==> src/hw/acf_pkg.sv <==
// Constants for the anti-collision filter command block
package acf_pkg;
    // Host command codes and lengths
    localparam logic [7:0] CMD_FILTER   = 8'h0d;
    localparam logic [7:0] CMD_ECHO     = 8'h55;
    localparam logic [7:0] LEN_DEACT    = 8'h00;
    localparam logic [7:0] LEN_FORCE    = 8'h01;
    localparam logic [7:0] LEN_QUERY    = 8'h02;
    localparam logic [7:0] LEN_ACT1     = 8'h07;
    localparam logic [7:0] LEN_ACT2     = 8'h0b;
    localparam logic [7:0] LEN_ACT3     = 8'h0f;
    // Reply codes
    localparam logic [7:0] RES_OK       = 8'h00;
    localparam logic [7:0] RES_BAD_LEN  = 8'h82;
    localparam logic [7:0] RES_LEN_NONE = 8'h00;
    localparam logic [7:0] RES_LEN_ONE  = 8'h01;
    // Emulation state encoding
    localparam logic [7:0] ST_IDLE      = 8'h00;
    localparam logic [7:0] ST_READYA    = 8'h01;
    localparam logic [7:0] ST_ACTIVE    = 8'h04;
    localparam logic [7:0] ST_HALT      = 8'h80;
    localparam logic [7:0] ST_READYA_S  = 8'h81;
    localparam int         ST_STAR_BIT  = 7;
    localparam logic [7:0] ST_RESET     = ST_IDLE;
    // Reader frame codes
    localparam logic [7:0] RD_SENS      = 8'h26;
    localparam logic [7:0] RD_ALL       = 8'h52;
    localparam logic [7:0] RD_SDD1      = 8'h93;
    localparam logic [7:0] RD_SDD2      = 8'h95;
    localparam logic [7:0] RD_SDD3      = 8'h97;
    localparam logic [7:0] RD_NVB_SDD   = 8'h20;
    localparam logic [7:0] RD_NVB_SEL   = 8'h70;
    localparam logic [7:0] SAK_CASCADE  = 8'h04;
    // Answer layout inside the filter configuration
    localparam int         CFG_ATQA     = 0;
    localparam int         CFG_SAK      = 2;
    localparam int         CFG_UID      = 3;
    localparam int         UID_PART     = 4;
    localparam logic [2:0] TX_ATQA_N    = 3'h2;
    localparam logic [2:0] TX_SDD_N     = 3'h5;
    localparam logic [2:0] TX_SEL_N     = 3'h1;
    typedef enum logic [1:0] {TX_ATQA, TX_SDD, TX_SEL} acf_tx_t;
endpackage : acf_pkg

==> src/hw/acf_cmd.sv <==
// Anti-collision filter command, echo and reader frame routing
`timescale 1ns/100ps
module acf_cmd #(
    parameter int CFG_BYTES = 15
) (
    // Clock and reset
    input  wire logic       i_clock,
    input  wire logic       i_rst,
    // Host command bytes and reply
    input  wire logic       i_cmd_valid,
    input  wire logic [7:0] i_cmd_byte,
    output logic            o_rsp_valid,
    output logic [7:0]      o_rsp_byte,
    output logic            o_rsp_last,
    // Listening mode
    input  wire logic       i_listen,
    output logic            o_listening,
    // Reader frames in
    input  wire logic       i_rdr_valid,
    input  wire logic [7:0] i_rdr_byte,
    input  wire logic       i_rdr_first,
    input  wire logic       i_rdr_last,
    input  wire logic       i_rdr_short,
    // Receive buffer write side
    output logic            o_buf_valid,
    output logic [7:0]      o_buf_byte,
    output logic            o_buf_last,
    // Answer to reader
    output logic            o_tx_valid,
    output logic [7:0]      o_tx_byte,
    output logic            o_tx_last,
    // Status
    output logic            o_filter_on,
    output logic [7:0]      o_emul_state
);
    if (CFG_BYTES != 15) begin : g_chk
        $error("acf_cmd: CFG_BYTES must be 15");
    end

    typedef enum logic [1:0] {H_IDLE, H_LEN, H_PAY} acf_hst_t;

    function automatic logic [1:0] sdd_level(input logic [7:0] code);
        sdd_level = (code == acf_pkg::RD_SDD1) ? 2'd0 : (code == acf_pkg::RD_SDD2) ? 2'd1 : 2'd2;
    endfunction : sdd_level

    function automatic logic is_sdd(input logic [7:0] code);
        is_sdd = code == acf_pkg::RD_SDD1 || code == acf_pkg::RD_SDD2 || code == acf_pkg::RD_SDD3;
    endfunction : is_sdd

    acf_hst_t        hst_r, hst_nxt;
    acf_pkg::acf_tx_t tx_kind_r, tx_kind_nxt;
    logic [7:0]      cfg_r [CFG_BYTES], cfg_nxt [CFG_BYTES];
    logic [7:0]      rb_r [3], rb_nxt [3];
    logic [7:0]      len_r, len_nxt, st_r, st_nxt, hold_r, hold_nxt, aux_r, aux_nxt;
    logic [3:0]      pay_r, pay_nxt;
    logic [1:0]      rcnt_r, rcnt_nxt, ridx_r, ridx_nxt, lvls_r, lvls_nxt, lvl_r, lvl_nxt;
    logic [2:0]      tcnt_r, tcnt_nxt, tidx_r, tidx_nxt;
    logic            filt_r, filt_nxt, lis_r, lis_nxt, flush_r, flush_nxt, sec_r, sec_nxt;
    logic            drop_r, drop_nxt;
    logic            rv_nxt, rl_nxt, bv_nxt, bl_nxt, tv_nxt, tl_nxt;
    logic [7:0]      rbyte_nxt, bbyte_nxt, tbyte_nxt;
    logic [1:0]      l;
    logic [7:0]      base;
    logic [7:0]      bcc;

    always_comb begin
        hst_nxt = hst_r; tx_kind_nxt = tx_kind_r; cfg_nxt = cfg_r; rb_nxt = rb_r;
        len_nxt = len_r; st_nxt = st_r; hold_nxt = hold_r; aux_nxt = aux_r; pay_nxt = pay_r;
        rcnt_nxt = rcnt_r; ridx_nxt = ridx_r; lvls_nxt = lvls_r; lvl_nxt = lvl_r;
        tcnt_nxt = tcnt_r; tidx_nxt = tidx_r; filt_nxt = filt_r; lis_nxt = lis_r;
        flush_nxt = 1'b0; sec_nxt = sec_r; drop_nxt = drop_r;
        rv_nxt = 1'b0; rl_nxt = 1'b0; rbyte_nxt = o_rsp_byte;
        bv_nxt = 1'b0; bl_nxt = 1'b0; bbyte_nxt = o_buf_byte;
        tv_nxt = 1'b0; tl_nxt = 1'b0; tbyte_nxt = o_tx_byte;
        l = sdd_level(hold_r);
        base = {1'b0, st_r[acf_pkg::ST_STAR_BIT - 1:0]};
        bcc = 8'h00;
        for (int k = 0; k < acf_pkg::UID_PART; k++) begin
            bcc = bcc ^ cfg_r[acf_pkg::CFG_UID + acf_pkg::UID_PART * int'(l) + k];
        end
        // Host side: replies stream out before the next command is parsed
        if (rcnt_r != 2'd0) begin
            rv_nxt = 1'b1;
            rbyte_nxt = rb_r[ridx_r];
            rl_nxt = rcnt_r == 2'd1;
            ridx_nxt = ridx_r + 2'd1;
            rcnt_nxt = rcnt_r - 2'd1;
        end else if (i_cmd_valid) begin
            ridx_nxt = 2'd0;
            case (hst_r)
                H_IDLE: begin
                    if (i_cmd_byte == acf_pkg::CMD_ECHO) begin
                        rb_nxt[0] = acf_pkg::CMD_ECHO;
                        rcnt_nxt = 2'd1;
                        lis_nxt = 1'b0;
                    end else if (i_cmd_byte == acf_pkg::CMD_FILTER) begin
                        hst_nxt = H_LEN;
                    end
                end
                H_LEN: begin
                    len_nxt = i_cmd_byte;
                    pay_nxt = 4'd0;
                    hst_nxt = H_PAY;
                    if (i_cmd_byte == acf_pkg::LEN_DEACT) begin
                        filt_nxt = 1'b0;
                        rb_nxt = '{acf_pkg::RES_OK, acf_pkg::RES_LEN_ONE, st_r};
                        rcnt_nxt = 2'd3;
                        hst_nxt = H_IDLE;
                    end else if (i_cmd_byte > acf_pkg::LEN_QUERY && i_cmd_byte != acf_pkg::LEN_ACT1 &&
                                 i_cmd_byte != acf_pkg::LEN_ACT2 && i_cmd_byte != acf_pkg::LEN_ACT3) begin
                        rb_nxt[0] = acf_pkg::RES_BAD_LEN;
                        rb_nxt[1] = acf_pkg::RES_LEN_NONE;
                        rcnt_nxt = 2'd2;
                        hst_nxt = H_IDLE;
                    end
                end
                H_PAY: begin
                    if (len_r == acf_pkg::LEN_FORCE) begin
                        st_nxt = i_cmd_byte;
                    end else if (len_r > acf_pkg::LEN_QUERY) begin
                        cfg_nxt[pay_r] = i_cmd_byte;
                    end
                    pay_nxt = pay_r + 4'd1;
                    if ({4'h0, pay_r} == len_r - 8'd1) begin
                        hst_nxt = H_IDLE;
                        rb_nxt[0] = acf_pkg::RES_OK;
                        if (len_r == acf_pkg::LEN_QUERY) begin
                            rb_nxt[1] = acf_pkg::RES_LEN_ONE;
                            rb_nxt[2] = st_r;
                            rcnt_nxt = 2'd3;
                        end else begin
                            rb_nxt[1] = acf_pkg::RES_LEN_NONE;
                            rcnt_nxt = 2'd2;
                            if (len_r > acf_pkg::LEN_QUERY) begin
                                filt_nxt = 1'b1;
                                lvls_nxt = 2'((len_r - 8'd3) >> 2);
                            end
                        end
                    end
                end
                default: hst_nxt = H_IDLE;
            endcase
        end
        if (i_listen) begin
            lis_nxt = 1'b1;
        end
        // Reader answers
        if (tcnt_r != 3'd0) begin
            tv_nxt = 1'b1;
            tl_nxt = tcnt_r == 3'd1;
            case (tx_kind_r)
                acf_pkg::TX_ATQA: tbyte_nxt = cfg_r[acf_pkg::CFG_ATQA + int'(tidx_r)];
                acf_pkg::TX_SDD: tbyte_nxt = (tidx_r == 3'd4) ? aux_r :
                    cfg_r[acf_pkg::CFG_UID + acf_pkg::UID_PART * int'(lvl_r) + int'(tidx_r)];
                default: tbyte_nxt = aux_r;
            endcase
            tidx_nxt = tidx_r + 3'd1;
            tcnt_nxt = tcnt_r - 3'd1;
        end
        // Frame flush one cycle after the last byte
        if (flush_r) begin
            bv_nxt = 1'b1;
            bbyte_nxt = hold_r;
            bl_nxt = 1'b1;
        end
        if (i_rdr_valid) begin
            hold_nxt = i_rdr_byte;
            tidx_nxt = (tcnt_r == 3'd0) ? 3'd0 : tidx_nxt;
            if (i_rdr_first) begin
                sec_nxt = 1'b1;
                drop_nxt = 1'b0;
                if (i_rdr_last && filt_r && i_rdr_short && tcnt_r == 3'd0 &&
                    (i_rdr_byte == acf_pkg::RD_SENS || i_rdr_byte == acf_pkg::RD_ALL)) begin
                    if (st_r == acf_pkg::ST_IDLE) begin
                        st_nxt = acf_pkg::ST_READYA;
                        tx_kind_nxt = acf_pkg::TX_ATQA;
                        tcnt_nxt = acf_pkg::TX_ATQA_N;
                    end else if (st_r == acf_pkg::ST_HALT && i_rdr_byte == acf_pkg::RD_ALL) begin
                        st_nxt = acf_pkg::ST_READYA_S;
                        tx_kind_nxt = acf_pkg::TX_ATQA;
                        tcnt_nxt = acf_pkg::TX_ATQA_N;
                    end
                end else begin
                    flush_nxt = i_rdr_last;
                end
            end else if (!drop_r) begin
                sec_nxt = 1'b0;
                if (sec_r && filt_r && tcnt_r == 3'd0 && is_sdd(hold_r) &&
                    (i_rdr_byte == acf_pkg::RD_NVB_SDD || i_rdr_byte == acf_pkg::RD_NVB_SEL)) begin
                    drop_nxt = 1'b1;
                    lvl_nxt = l;
                    if (l < lvls_r && base == acf_pkg::ST_READYA + {6'h0, l}) begin
                        if (i_rdr_byte == acf_pkg::RD_NVB_SDD) begin
                            aux_nxt = bcc;
                            tx_kind_nxt = acf_pkg::TX_SDD;
                            tcnt_nxt = acf_pkg::TX_SDD_N;
                        end else begin
                            tx_kind_nxt = acf_pkg::TX_SEL;
                            tcnt_nxt = acf_pkg::TX_SEL_N;
                            if (l == lvls_r - 2'd1) begin
                                st_nxt = acf_pkg::ST_ACTIVE;
                                aux_nxt = cfg_r[acf_pkg::CFG_SAK] & ~acf_pkg::SAK_CASCADE;
                            end else begin
                                st_nxt = st_r + 8'd1;
                                aux_nxt = cfg_r[acf_pkg::CFG_SAK] | acf_pkg::SAK_CASCADE;
                            end
                        end
                    end
                end else begin
                    bv_nxt = 1'b1;
                    bbyte_nxt = hold_r;
                    flush_nxt = i_rdr_last;
                end
            end
        end
    end

    always_ff @(posedge i_clock or posedge i_rst) begin
        if (i_rst) begin
            hst_r <= H_IDLE; tx_kind_r <= acf_pkg::TX_ATQA;
            cfg_r <= '{default: 8'h00}; rb_r <= '{default: 8'h00};
            len_r <= 8'h00; st_r <= acf_pkg::ST_RESET; hold_r <= 8'h00; aux_r <= 8'h00; pay_r <= 4'h0;
            rcnt_r <= 2'h0; ridx_r <= 2'h0; lvls_r <= 2'h0; lvl_r <= 2'h0; tcnt_r <= 3'h0; tidx_r <= 3'h0;
            filt_r <= 1'b0; lis_r <= 1'b0; flush_r <= 1'b0; sec_r <= 1'b0; drop_r <= 1'b0;
            o_rsp_valid <= 1'b0; o_rsp_byte <= 8'h00; o_rsp_last <= 1'b0;
            o_buf_valid <= 1'b0; o_buf_byte <= 8'h00; o_buf_last <= 1'b0;
            o_tx_valid <= 1'b0; o_tx_byte <= 8'h00; o_tx_last <= 1'b0;
        end else begin
            hst_r <= hst_nxt; tx_kind_r <= tx_kind_nxt; cfg_r <= cfg_nxt; rb_r <= rb_nxt;
            len_r <= len_nxt; st_r <= st_nxt; hold_r <= hold_nxt; aux_r <= aux_nxt; pay_r <= pay_nxt;
            rcnt_r <= rcnt_nxt; ridx_r <= ridx_nxt; lvls_r <= lvls_nxt; lvl_r <= lvl_nxt;
            tcnt_r <= tcnt_nxt; tidx_r <= tidx_nxt;
            filt_r <= filt_nxt; lis_r <= lis_nxt; flush_r <= flush_nxt; sec_r <= sec_nxt; drop_r <= drop_nxt;
            o_rsp_valid <= rv_nxt; o_rsp_byte <= rbyte_nxt; o_rsp_last <= rl_nxt;
            o_buf_valid <= bv_nxt; o_buf_byte <= bbyte_nxt; o_buf_last <= bl_nxt;
            o_tx_valid <= tv_nxt; o_tx_byte <= tbyte_nxt; o_tx_last <= tl_nxt;
        end
    end

    assign o_listening  = lis_r;
    assign o_filter_on  = filt_r;
    assign o_emul_state = st_r;

    logic idle_cmd;
    assign idle_cmd = i_cmd_valid && rcnt_r == 2'd0;
endmodule : acf_cmd

==> config.mk <==
export PLATFORM = sky130hd
export DESIGN_NAME = acf_cmd
export DESIGN_NICKNAME = d
export VERILOG_FILES = /design/src/hw/acf_pkg.sv /design/src/hw/acf_cmd.sv
export SDC_FILE = /design/constraint.sdc
export NUM_CORES = 1
export LEC_CHECK = 0
export BUFFER_PORTS_ARGS = -buffer_cell sky130_fd_sc_hd__buf_2
export CAP_MARGIN = 25
export CELL_PAD_IN_SITES_DETAIL_PLACEMENT = 1
export CELL_PAD_IN_SITES_GLOBAL_PLACEMENT = 2
export CORE_UTILIZATION = 42
export DETAILED_ROUTE_END_ITERATION = 7
export HOLD_SLACK_MARGIN = 0.12
export PLACE_DENSITY_LB_ADDON = 0.1
export SKIP_LAST_GASP = 1
export SYNTH_ARGS = -nofsm -noshare
export SYNTH_HDL_FRONTEND = slang
export SYNTH_SLANG_ARGS = --single-unit
==> constraint.sdc <==
create_clock -name i_clock -period 8.2 [get_ports i_clock]
set_input_delay 0.41 -clock i_clock [delete_from_list [all_inputs] [get_ports i_clock]]
set_output_delay 0.41 -clock i_clock [all_outputs]
set_load 0.05 [all_outputs]
==> flow_summary_export.csv, run 1 <==
group,metric,value,unit
clocking,root_buffer,"clkbuf_16",
clocking,post_cts_resized,0,
pwr,p_int,2.39,mW
finish,finished_layout_cells,1625,
sta,hold_viol,0,
clocking,clk_latency_worst_skew_pair,540,ps
global_route,global_route.overflow_total,0,
die,die-area,30900,um^2
route,drtIter0Drc,681,
yosys,synth_sequential_area_ratio,43.4,%
sta,finalSetupViolations,0,
yosys,synth_area_per_cell,10.8,um^2
yosys,count_of_flip_flops_with_a_built_in_enable_after_synthesis,0,
die,die_w,176,um
pwr,p_leak,6.51,nW
sta,timing.final.max_slew_violations,0,
setup_path,critical_path_fanout_max,22,
yosys,cell_count_after_synthesis,1170,
finish,post_route_cells_drive_above_1_share,28.4,%
yosys,synth_nets,1217,
yosys,yosysMostFrequentCell,"dfrtp_1",
clocking,cts_made_buffers,27,
sta,relSlewSlack,32.5,%
route,wl_per_cell,24.8,um
clocking,cts_tree,"built",
place,pre_cts_slack,4020,ps
global_route,grt_antenna_before_repair,1,
setup_path,critPathCaptureType,"flip-flop",
setup_path,startpoint_type,"flip-flop",
setup_path,worst_setup_path_startpoint,"hold_r[2]$_DFFE_PP0P_",
pwr,comb_power_share,30.4,%
finish,stdcell_area,14400,um^2
route,detail_route.drc_violations,0,
die,floorplan.die.height,176,um
route,firstDrtPassIters,5,
yosys,syn-cell-area,12700,um^2
route,vias_per_cell,6.08,
yosys,yosys.cell_types.count,78,
route,ant_nets,0,
clocking,ctsLongestPathBuffers,3,
yosys,yosys_register_bits,220,
hold_path,hold_path.startpoint,"i_rdr_byte[5]",
setup_path,critPathArrivalTime,4420,ps
yosys,synth_ff_type,"dfrtp_1",
finish,areaGrowthSynthToFinish,13.5,%
sta,max_clock_freq,250,MHz
finish,final_net_count,1262,
yosys,synthTopCellsByArea,"dfrtp_1, mux2_2, mux4_2",
sta,finalCritPeriodShare,48.8,%
setup_path,rr_worst_depth,8,
place,gpl.final_weighted_congestion,0.832,
finish,multi_input_area,6750,um^2
place,dp_cells,1571,
yosys,synth-async-reset-ratio,100,%
hold_path,worstHoldPathType,"input pin to flip-flop",
global_route,pin_count_of_the_biggest_net_entering_global_routing,105,
sta,unrepaired_setup_endpoints_after_global_routing,"no",
setup_path,crit_required,8620,ps
hold_path,whs_path_depth,2,
run,maxCapViolations,0,
yosys,synth.top_cells.by_count,"dfrtp_1, mux2_2, nand2_1",
clocking,post_cts_buffers,0,
die,core-area,29700,um^2
yosys,yosysTopAreaCell,"dfrtp_1",
die,starting_density_of_the_core,42.7,%
finish,diodes,0,
clocking,cts_htree_levels,1,
sta,setup_slack,4200,ps
setup_path,reg2reg_from,"hold_r[2]$_DFFE_PP0P_",
clocking,worst_setup_hold_path_clk_slew,60,ps
finish,fill_cell_count,3228,
die,rows,63,
sta,timing.setup.tns,0,ps
run_status,status,"complete, no violations",
sta,max_slew.worst_pin.slew,1010,ps
pwr,worst_ir_drop_vdd,0.203,mV
global_route,grt_pass1_wl,62.9,mm
setup_path,worst_setup_path_class,"flip-flop to flip-flop",
pwr,power.share.sequential,34.2,%
pwr,netSwitchingFraction,35.5,%
pwr,p_per_area,257,nW/um^2
place,placed_cell_area,13400,um^2
pwr,p_switching,1.32,mW
clocking,hold_bufs_inserted_after_cts,4,
sta,worst_clock_skew,13.9,ps
global_route,globalRouteTotalUtil,26.7,%
place,detailedPlacementHpwl,28.6,mm
route,routed_wirelength,40.4,mm
die,i_o_pin_count,64,
sta,min_period,4000,ps
place,buffer_ports.inserted,63,
pwr,p_clk_share,35.4,%
yosys,synth_top_cell_area_share,43.4,%
route,route.vias.total,9886,
clocking,cts_num_sinks,220,
finish,regArea,5510,um^2
global_route,first_global_vias,9999,
yosys,yosys_warnings,0,
-- cells by family after synthesis --
group                    share of synthesized area [%]
XOR/XNOR                                          1.72
AND/OR/NAND/NOR                                   13.0
AO/OA/AOI/OAI                                     13.3
buffers and inverters                             3.68
multiplexers                                      22.7
flip-flops                                        43.4
adder cells (fa/ha/maj)                           2.27
-- power groups by stage --
| stage | Combinational (mW) | Sequential (mW) | Clock, mW |
|---|---|---|---|
| finish | 1.13 | 1.27 | 1.31 |
| global route | 1.21 | 1.28 | 1.38 |
| CTS | 1.13 | 1.27 | 1.34 |
| detailed placement | 1.13 | 1.29 | 0 |
| global placement | 1.11 | 1.28 | 0 |
| floorplan | 0.721 | 1.37 | 0 |
-- per-layer routing --
layer | track usage, % | vias to the layer above | wire (um)
met3 | 4.35 | 48 | 2500
met2 | 40.5 | 267 | 17900
li1 | - | 4454 | -
met1 | 40.1 | 5115 | 19400
met5 | 0 | - | 11
met4 | 5.00 | 2 | 581
-- layout make-up --
| cell class | instances | area share (%) |
|---|---|---|
| Inverter | 39 | 1.07 |
| Timing Repair Buffer | 90 | 3.72 |
| Tap cell | 390 | 3.39 |
| Clock buffer | 33 | 5.12 |
| Sequential cell | 220 | 38.2 |
| Multi-Input combinational cell | 837 | 46.9 |
| Clock inverter | 16 | 1.63 |
-- path summary, 6_finish.rpt --
kind,slack [ps],endpoint
max,4200,aux_r[4]$_DFFE_PP0P_
min,160,hold_r[5]$_DFFE_PP0P_
max reg2reg,4200,aux_r[4]$_DFFE_PP0P_
min reg2reg,420,o_buf_last$_DFF_PP0_
max in group asynchronous,6140,cfg_r[54]$_DFFE_PP0P_
min in group asynchronous,550,o_buf_last$_DFF_PP0_
-- registers in the layout, indices dropped and copies added (netlist names), 3 cells and up --
signal and count:
o_tx_byte 8, rb_r 11, pay_r 4, tidx_r 3
len_r 8, cfg_r 120, o_buf_byte 8, tcnt_r 3
hold_r 8, o_emul_state 8, o_rsp_byte 8, aux_r 8
-- critical path: stages (launching register included) --
cell,delay (ps)
dfrtp_1,830
buf_4,330
or2_0,370
nand3_2,460
and3_1,380
o31ai_2,530
or2_1,630
a311oi_1,140
a21o_1,190
-- layout by cell type (no fill, tap or decap), types with 9 or more instances in the layout --
cell type	Yosys	final
nor2b_1	9	9
inv_1	34	33
o21ai_0	64	64
xnor2_1	15	15
mux2i_1	28	28
or3_1	9	9
nand2_1	115	115
a31oi_1	16	16
clkbuf_16	0	27
o211ai_1	12	12
nand3_1	39	39
xor2_1	10	9
nor3_1	14	13
mux4_2	40	40
o31ai_1	25	25
mux2_2	151	151
and3_1	12	12
buf_2	18	63
ha_1	23	23
nor2_1	60	60
a21oi_1	33	33
nor3b_1	10	10
dfrtp_1	220	219
nand2b_1	11	11
buf_4	1	21
a221oi_1	21	21
-- metrics by stage --
stage	util [%]	hold slack (ps)	power (mW)
after floorplan	-	354	2.09
after global placement	45.0	402	2.39
after detailed placement	45.1	416	2.42
after CTS	48.5	133	3.74
after global routing	48.5	149	3.87
final	48.5	156	3.70
(Power assumes the default switching activity.)
==> run 2: changes to the inputs <==
--- a/config.mk
+++ b/config.mk
@@ -9,7 +9,7 @@
 export CAP_MARGIN = 25
 export CELL_PAD_IN_SITES_DETAIL_PLACEMENT = 1
 export CELL_PAD_IN_SITES_GLOBAL_PLACEMENT = 2
-export CORE_UTILIZATION = 42
+export CORE_UTILIZATION = 38
 export DETAILED_ROUTE_END_ITERATION = 7
 export HOLD_SLACK_MARGIN = 0.12
 export PLACE_DENSITY_LB_ADDON = 0.1
==> constraint.sdc (replaced) <==
create_clock -name i_clock -period 3.22 [get_ports i_clock]
set_input_delay 0.161 -clock i_clock [delete_from_list [all_inputs] [get_ports i_clock]]
set_output_delay 0.161 -clock i_clock [all_outputs]
set_load 0.05 [all_outputs]
==> run 2 against run 1 <==
Effect of this change: non-clock buffer count rose by 55; die area grew 10%; largest cell class unchanged; sequential power increased by 150%; utilization decreased by 2.9 points; final area rose by 3.4%; hold slack worse by 19 ps; clock skew is essentially flat; first-iteration DRC count is 12% lower.
==> flow_summary_export.csv, run 2 (same netlist as run 1, synthesis figures left out) <==
group,metric,value,unit
run_status,status,"complete, no violations",
global_route,pin_count_of_the_biggest_net_entering_global_routing,69,
route,ant_nets,0,
clocking,clk_latency_worst_skew_pair,540,ps
hold_path,hold_path.startpoint,"i_cmd_byte[7]",
clocking,post_cts_buffers,0,
route,vias_per_cell,5.68,
pwr,netSwitchingFraction,35.3,%
route,routed_wirelength,40.6,mm
setup_path,critPathArrivalTime,3430,ps
run,maxCapViolations,0,
setup_path,startpoint_type,"flip-flop",
finish,layout.cells.most_common,"dfrtp_1",
hold_path,whs_path_depth,2,
finish,postLayoutCoreUtil,45.6,%
setup_path,crit_required,3660,ps
pwr,p_per_area,630,nW/um^2
sta,max_slew.worst_pin.slew,857,ps
clocking,root_buffer,"clkbuf_16",
die,die-area,34100,um^2
setup_path,r2r_setup_slack,230,ps
setup_path,worst_path_most_repeated_cell,"buf_4",
pwr,power.share.sequential,33.5,%
finish,reg_top3,"cfg_r (120), rb_r (11)",
global_route,globalRouteTotalUtil,24.6,%
setup_path,critPathCaptureType,"flip-flop",
sta,finalSetupViolations,0,
route,drtIter0Drc,601,
place,gpl.final_weighted_congestion,0.841,
die,rows,66,
sta,worst_clock_skew,13.7,ps
die,i_o_pin_count,64,
place,buffer_ports.inserted,63,
sta,hold-worst-slack,137,ps
global_route,grt_antenna_before_repair,0,
setup_path,worst_setup_path_class,"flip-flop to flip-flop",
global_route,grt_pass1_wl,63.5,mm
hold_path,hold_end,"len_r[7]$_DFFE_PP0P_",
pwr,p_switching,3.31,mW
finish,final_net_count,1317,
pwr,p_int,6.08,mW
finish,layout.cells.most_common_list,"dfrtp_1, mux2_2, nand2_1, o21ai_0, buf_2",
finish,diodes,0,
clocking,cts_made_buffers,27,
sta,finalCritPeriodShare,92.9,%
route,wl_per_cell,23.5,um
sta,relSlewSlack,42.8,%
finish,post_route_cells_drive_above_1_share,30.1,%
finish,areaGrowthSynthToFinish,17.4,%
clocking,ctsLongestPathBuffers,3,
clocking,cts_htree_levels,1,
die,die_w,185,um
die,core-area,32700,um^2
global_route,global_route.overflow_total,0,
pwr,worst_ir_drop_vdd,0.517,mV
setup_path,slowest_stage,"or2_1",
route,route.vias.total,9838,
sta,max_clock_freq,334,MHz
route,detail_route.drc_violations,0,
clocking,cts_num_sinks,220,
finish,multi_input_area,6750,um^2
finish,top_register,"cfg_r",
place,detailedPlacementHpwl,29.9,mm
die,floorplan.die.height,185,um
hold_path,worstHoldPathType,"input pin to flip-flop",
global_route,first_global_vias,10184,
setup_path,critical_path.cell_chain,"and4b_1, buf_4, nand3_2, and3_1, o31ai_2, or2_1, buf_4, nand2_1, o31ai_1",
pwr,p_leak,6.74,nW
sta,min_period,2990,ps
clocking,worst_setup_hold_path_clk_slew,60,ps
pwr,comb_power_share,32.7,%
die,starting_density_of_the_core,38.8,%
clocking,cts_tree,"built",
setup_path,critical_path.reg2reg.endpoint,"aux_r[5]$_DFFE_PP0P_",
sta,unrepaired_setup_endpoints_after_global_routing,"no",
setup_path,kind_of_cell_with_the_highest_combined_delay_on_the_critical_path,"simple AND/OR/NAND/NOR gates",
finish,regArea,5510,um^2
setup_path,path_buf_inv,2,
sta,timing.final.max_slew_violations,0,
setup_path,reg2reg_from,"hold_r[3]$_DFFE_PP0P_",
finish,fill_cell_count,3572,
sta,hold_viol,0,
pwr,p_clk_share,33.8,%
setup_path,critical_path_fanout_max,28,
sta,timing.setup.tns,0,ps
finish,largest_register_ffs,120,
setup_path,worst_path_largest_cell_delay,440,ps
route,firstDrtPassIters,4,
setup_path,rr_worst_depth,9,
[run 2: cell count changes in the layout (fill, tap and decap cells not counted), moves of 2 or more]
cell	before	now
buf_12	0	3
clkbuf_1	2	4
buf_4	21	58
dlygate4sd3_1	4	21
buf_6	2	0
bufinv_16	6	4
[run 2: area by class of cell]
class                   instances  share of cell area (%)
clock inverters                12                    1.09
inverters                      39                    1.01
multi-input cells             837                    45.3
repair buffers                145                    6.85
clock buffers                  36                    5.10
well taps                     442                    3.71
flip-flops and latches        220                    37.0
[run 2: worst register-to-register path: cells and delay by family, from the launching register on]
kind	cells	cell delay, ps
and+or+nand+nor	5	1450
buffers and inverters	2	600
AOI/OAI and AO/OA	2	440
DFF	1	390
[run 2: power groups by stage]
stage	Combinational (mW)	Sequential (mW)	Clock, mW
after floorplan	1.84	3.48	0
after global placement	3.03	3.19	0
after detailed placement	3.07	3.19	0
after CTS	3.10	3.15	3.25
after global routing	3.32	3.17	3.35
final	3.07	3.14	3.17
[run 2: how the worst max path moves through the flow]
stage	startpoint	end	slack, ps	cells past startpoint
after floorplan	tidx_r[1]$_DFF_PP0_	o_tx_byte[1]$_DFFE_PP0N_	110	11
after global placement	hold_r[3]$_DFFE_PP0P_	aux_r[3]$_DFFE_PP0P_	320	8
after detailed placement	hold_r[3]$_DFFE_PP0P_	o_emul_state[2]$_DFF_PP0_	200	10
after CTS	hold_r[3]$_DFFE_PP0P_	o_emul_state[2]$_DFF_PP0_	190	10
after global routing	hold_r[3]$_DFFE_PP0P_	aux_r[0]$_DFFE_PP0P_	70	8
final	hold_r[3]$_DFFE_PP0P_	aux_r[5]$_DFFE_PP0P_	230	9
[run 2: routing by layer]
layer	GRT usage, %	up-vias	wire [um]
met4	5.59	0	786
li1	-	4566	-
met1	36.6	5046	19800
met5	0	-	0
met2	37.3	189	17900
met3	3.71	37	2080
[run 2: metrics by stage]
| step | cells | worst slack (ps) | total power, mW | cell area, um^2 |
|---|---|---|---|---|
| after detailed placement | 1662 | 197 | 6.26 | 13800 |
| after global placement | 1662 | 325 | 6.22 | 13800 |
| after CTS | 1731 | 192 | 9.49 | 14900 |
| after floorplan | 1170 | 112 | 5.32 | 12700 |
| final | 1731 | 229 | 9.39 | 14900 |
| after global routing | 1731 | 68.7 | 9.85 | 14900 |
[run 2: what timing repair did]
item                                    in CTS  in global routing
resized for setup                            0                  1
hold buffers                                21                  0
hold endpoints to repair                    58                  0
endpoints found under the setup margin       0                  1
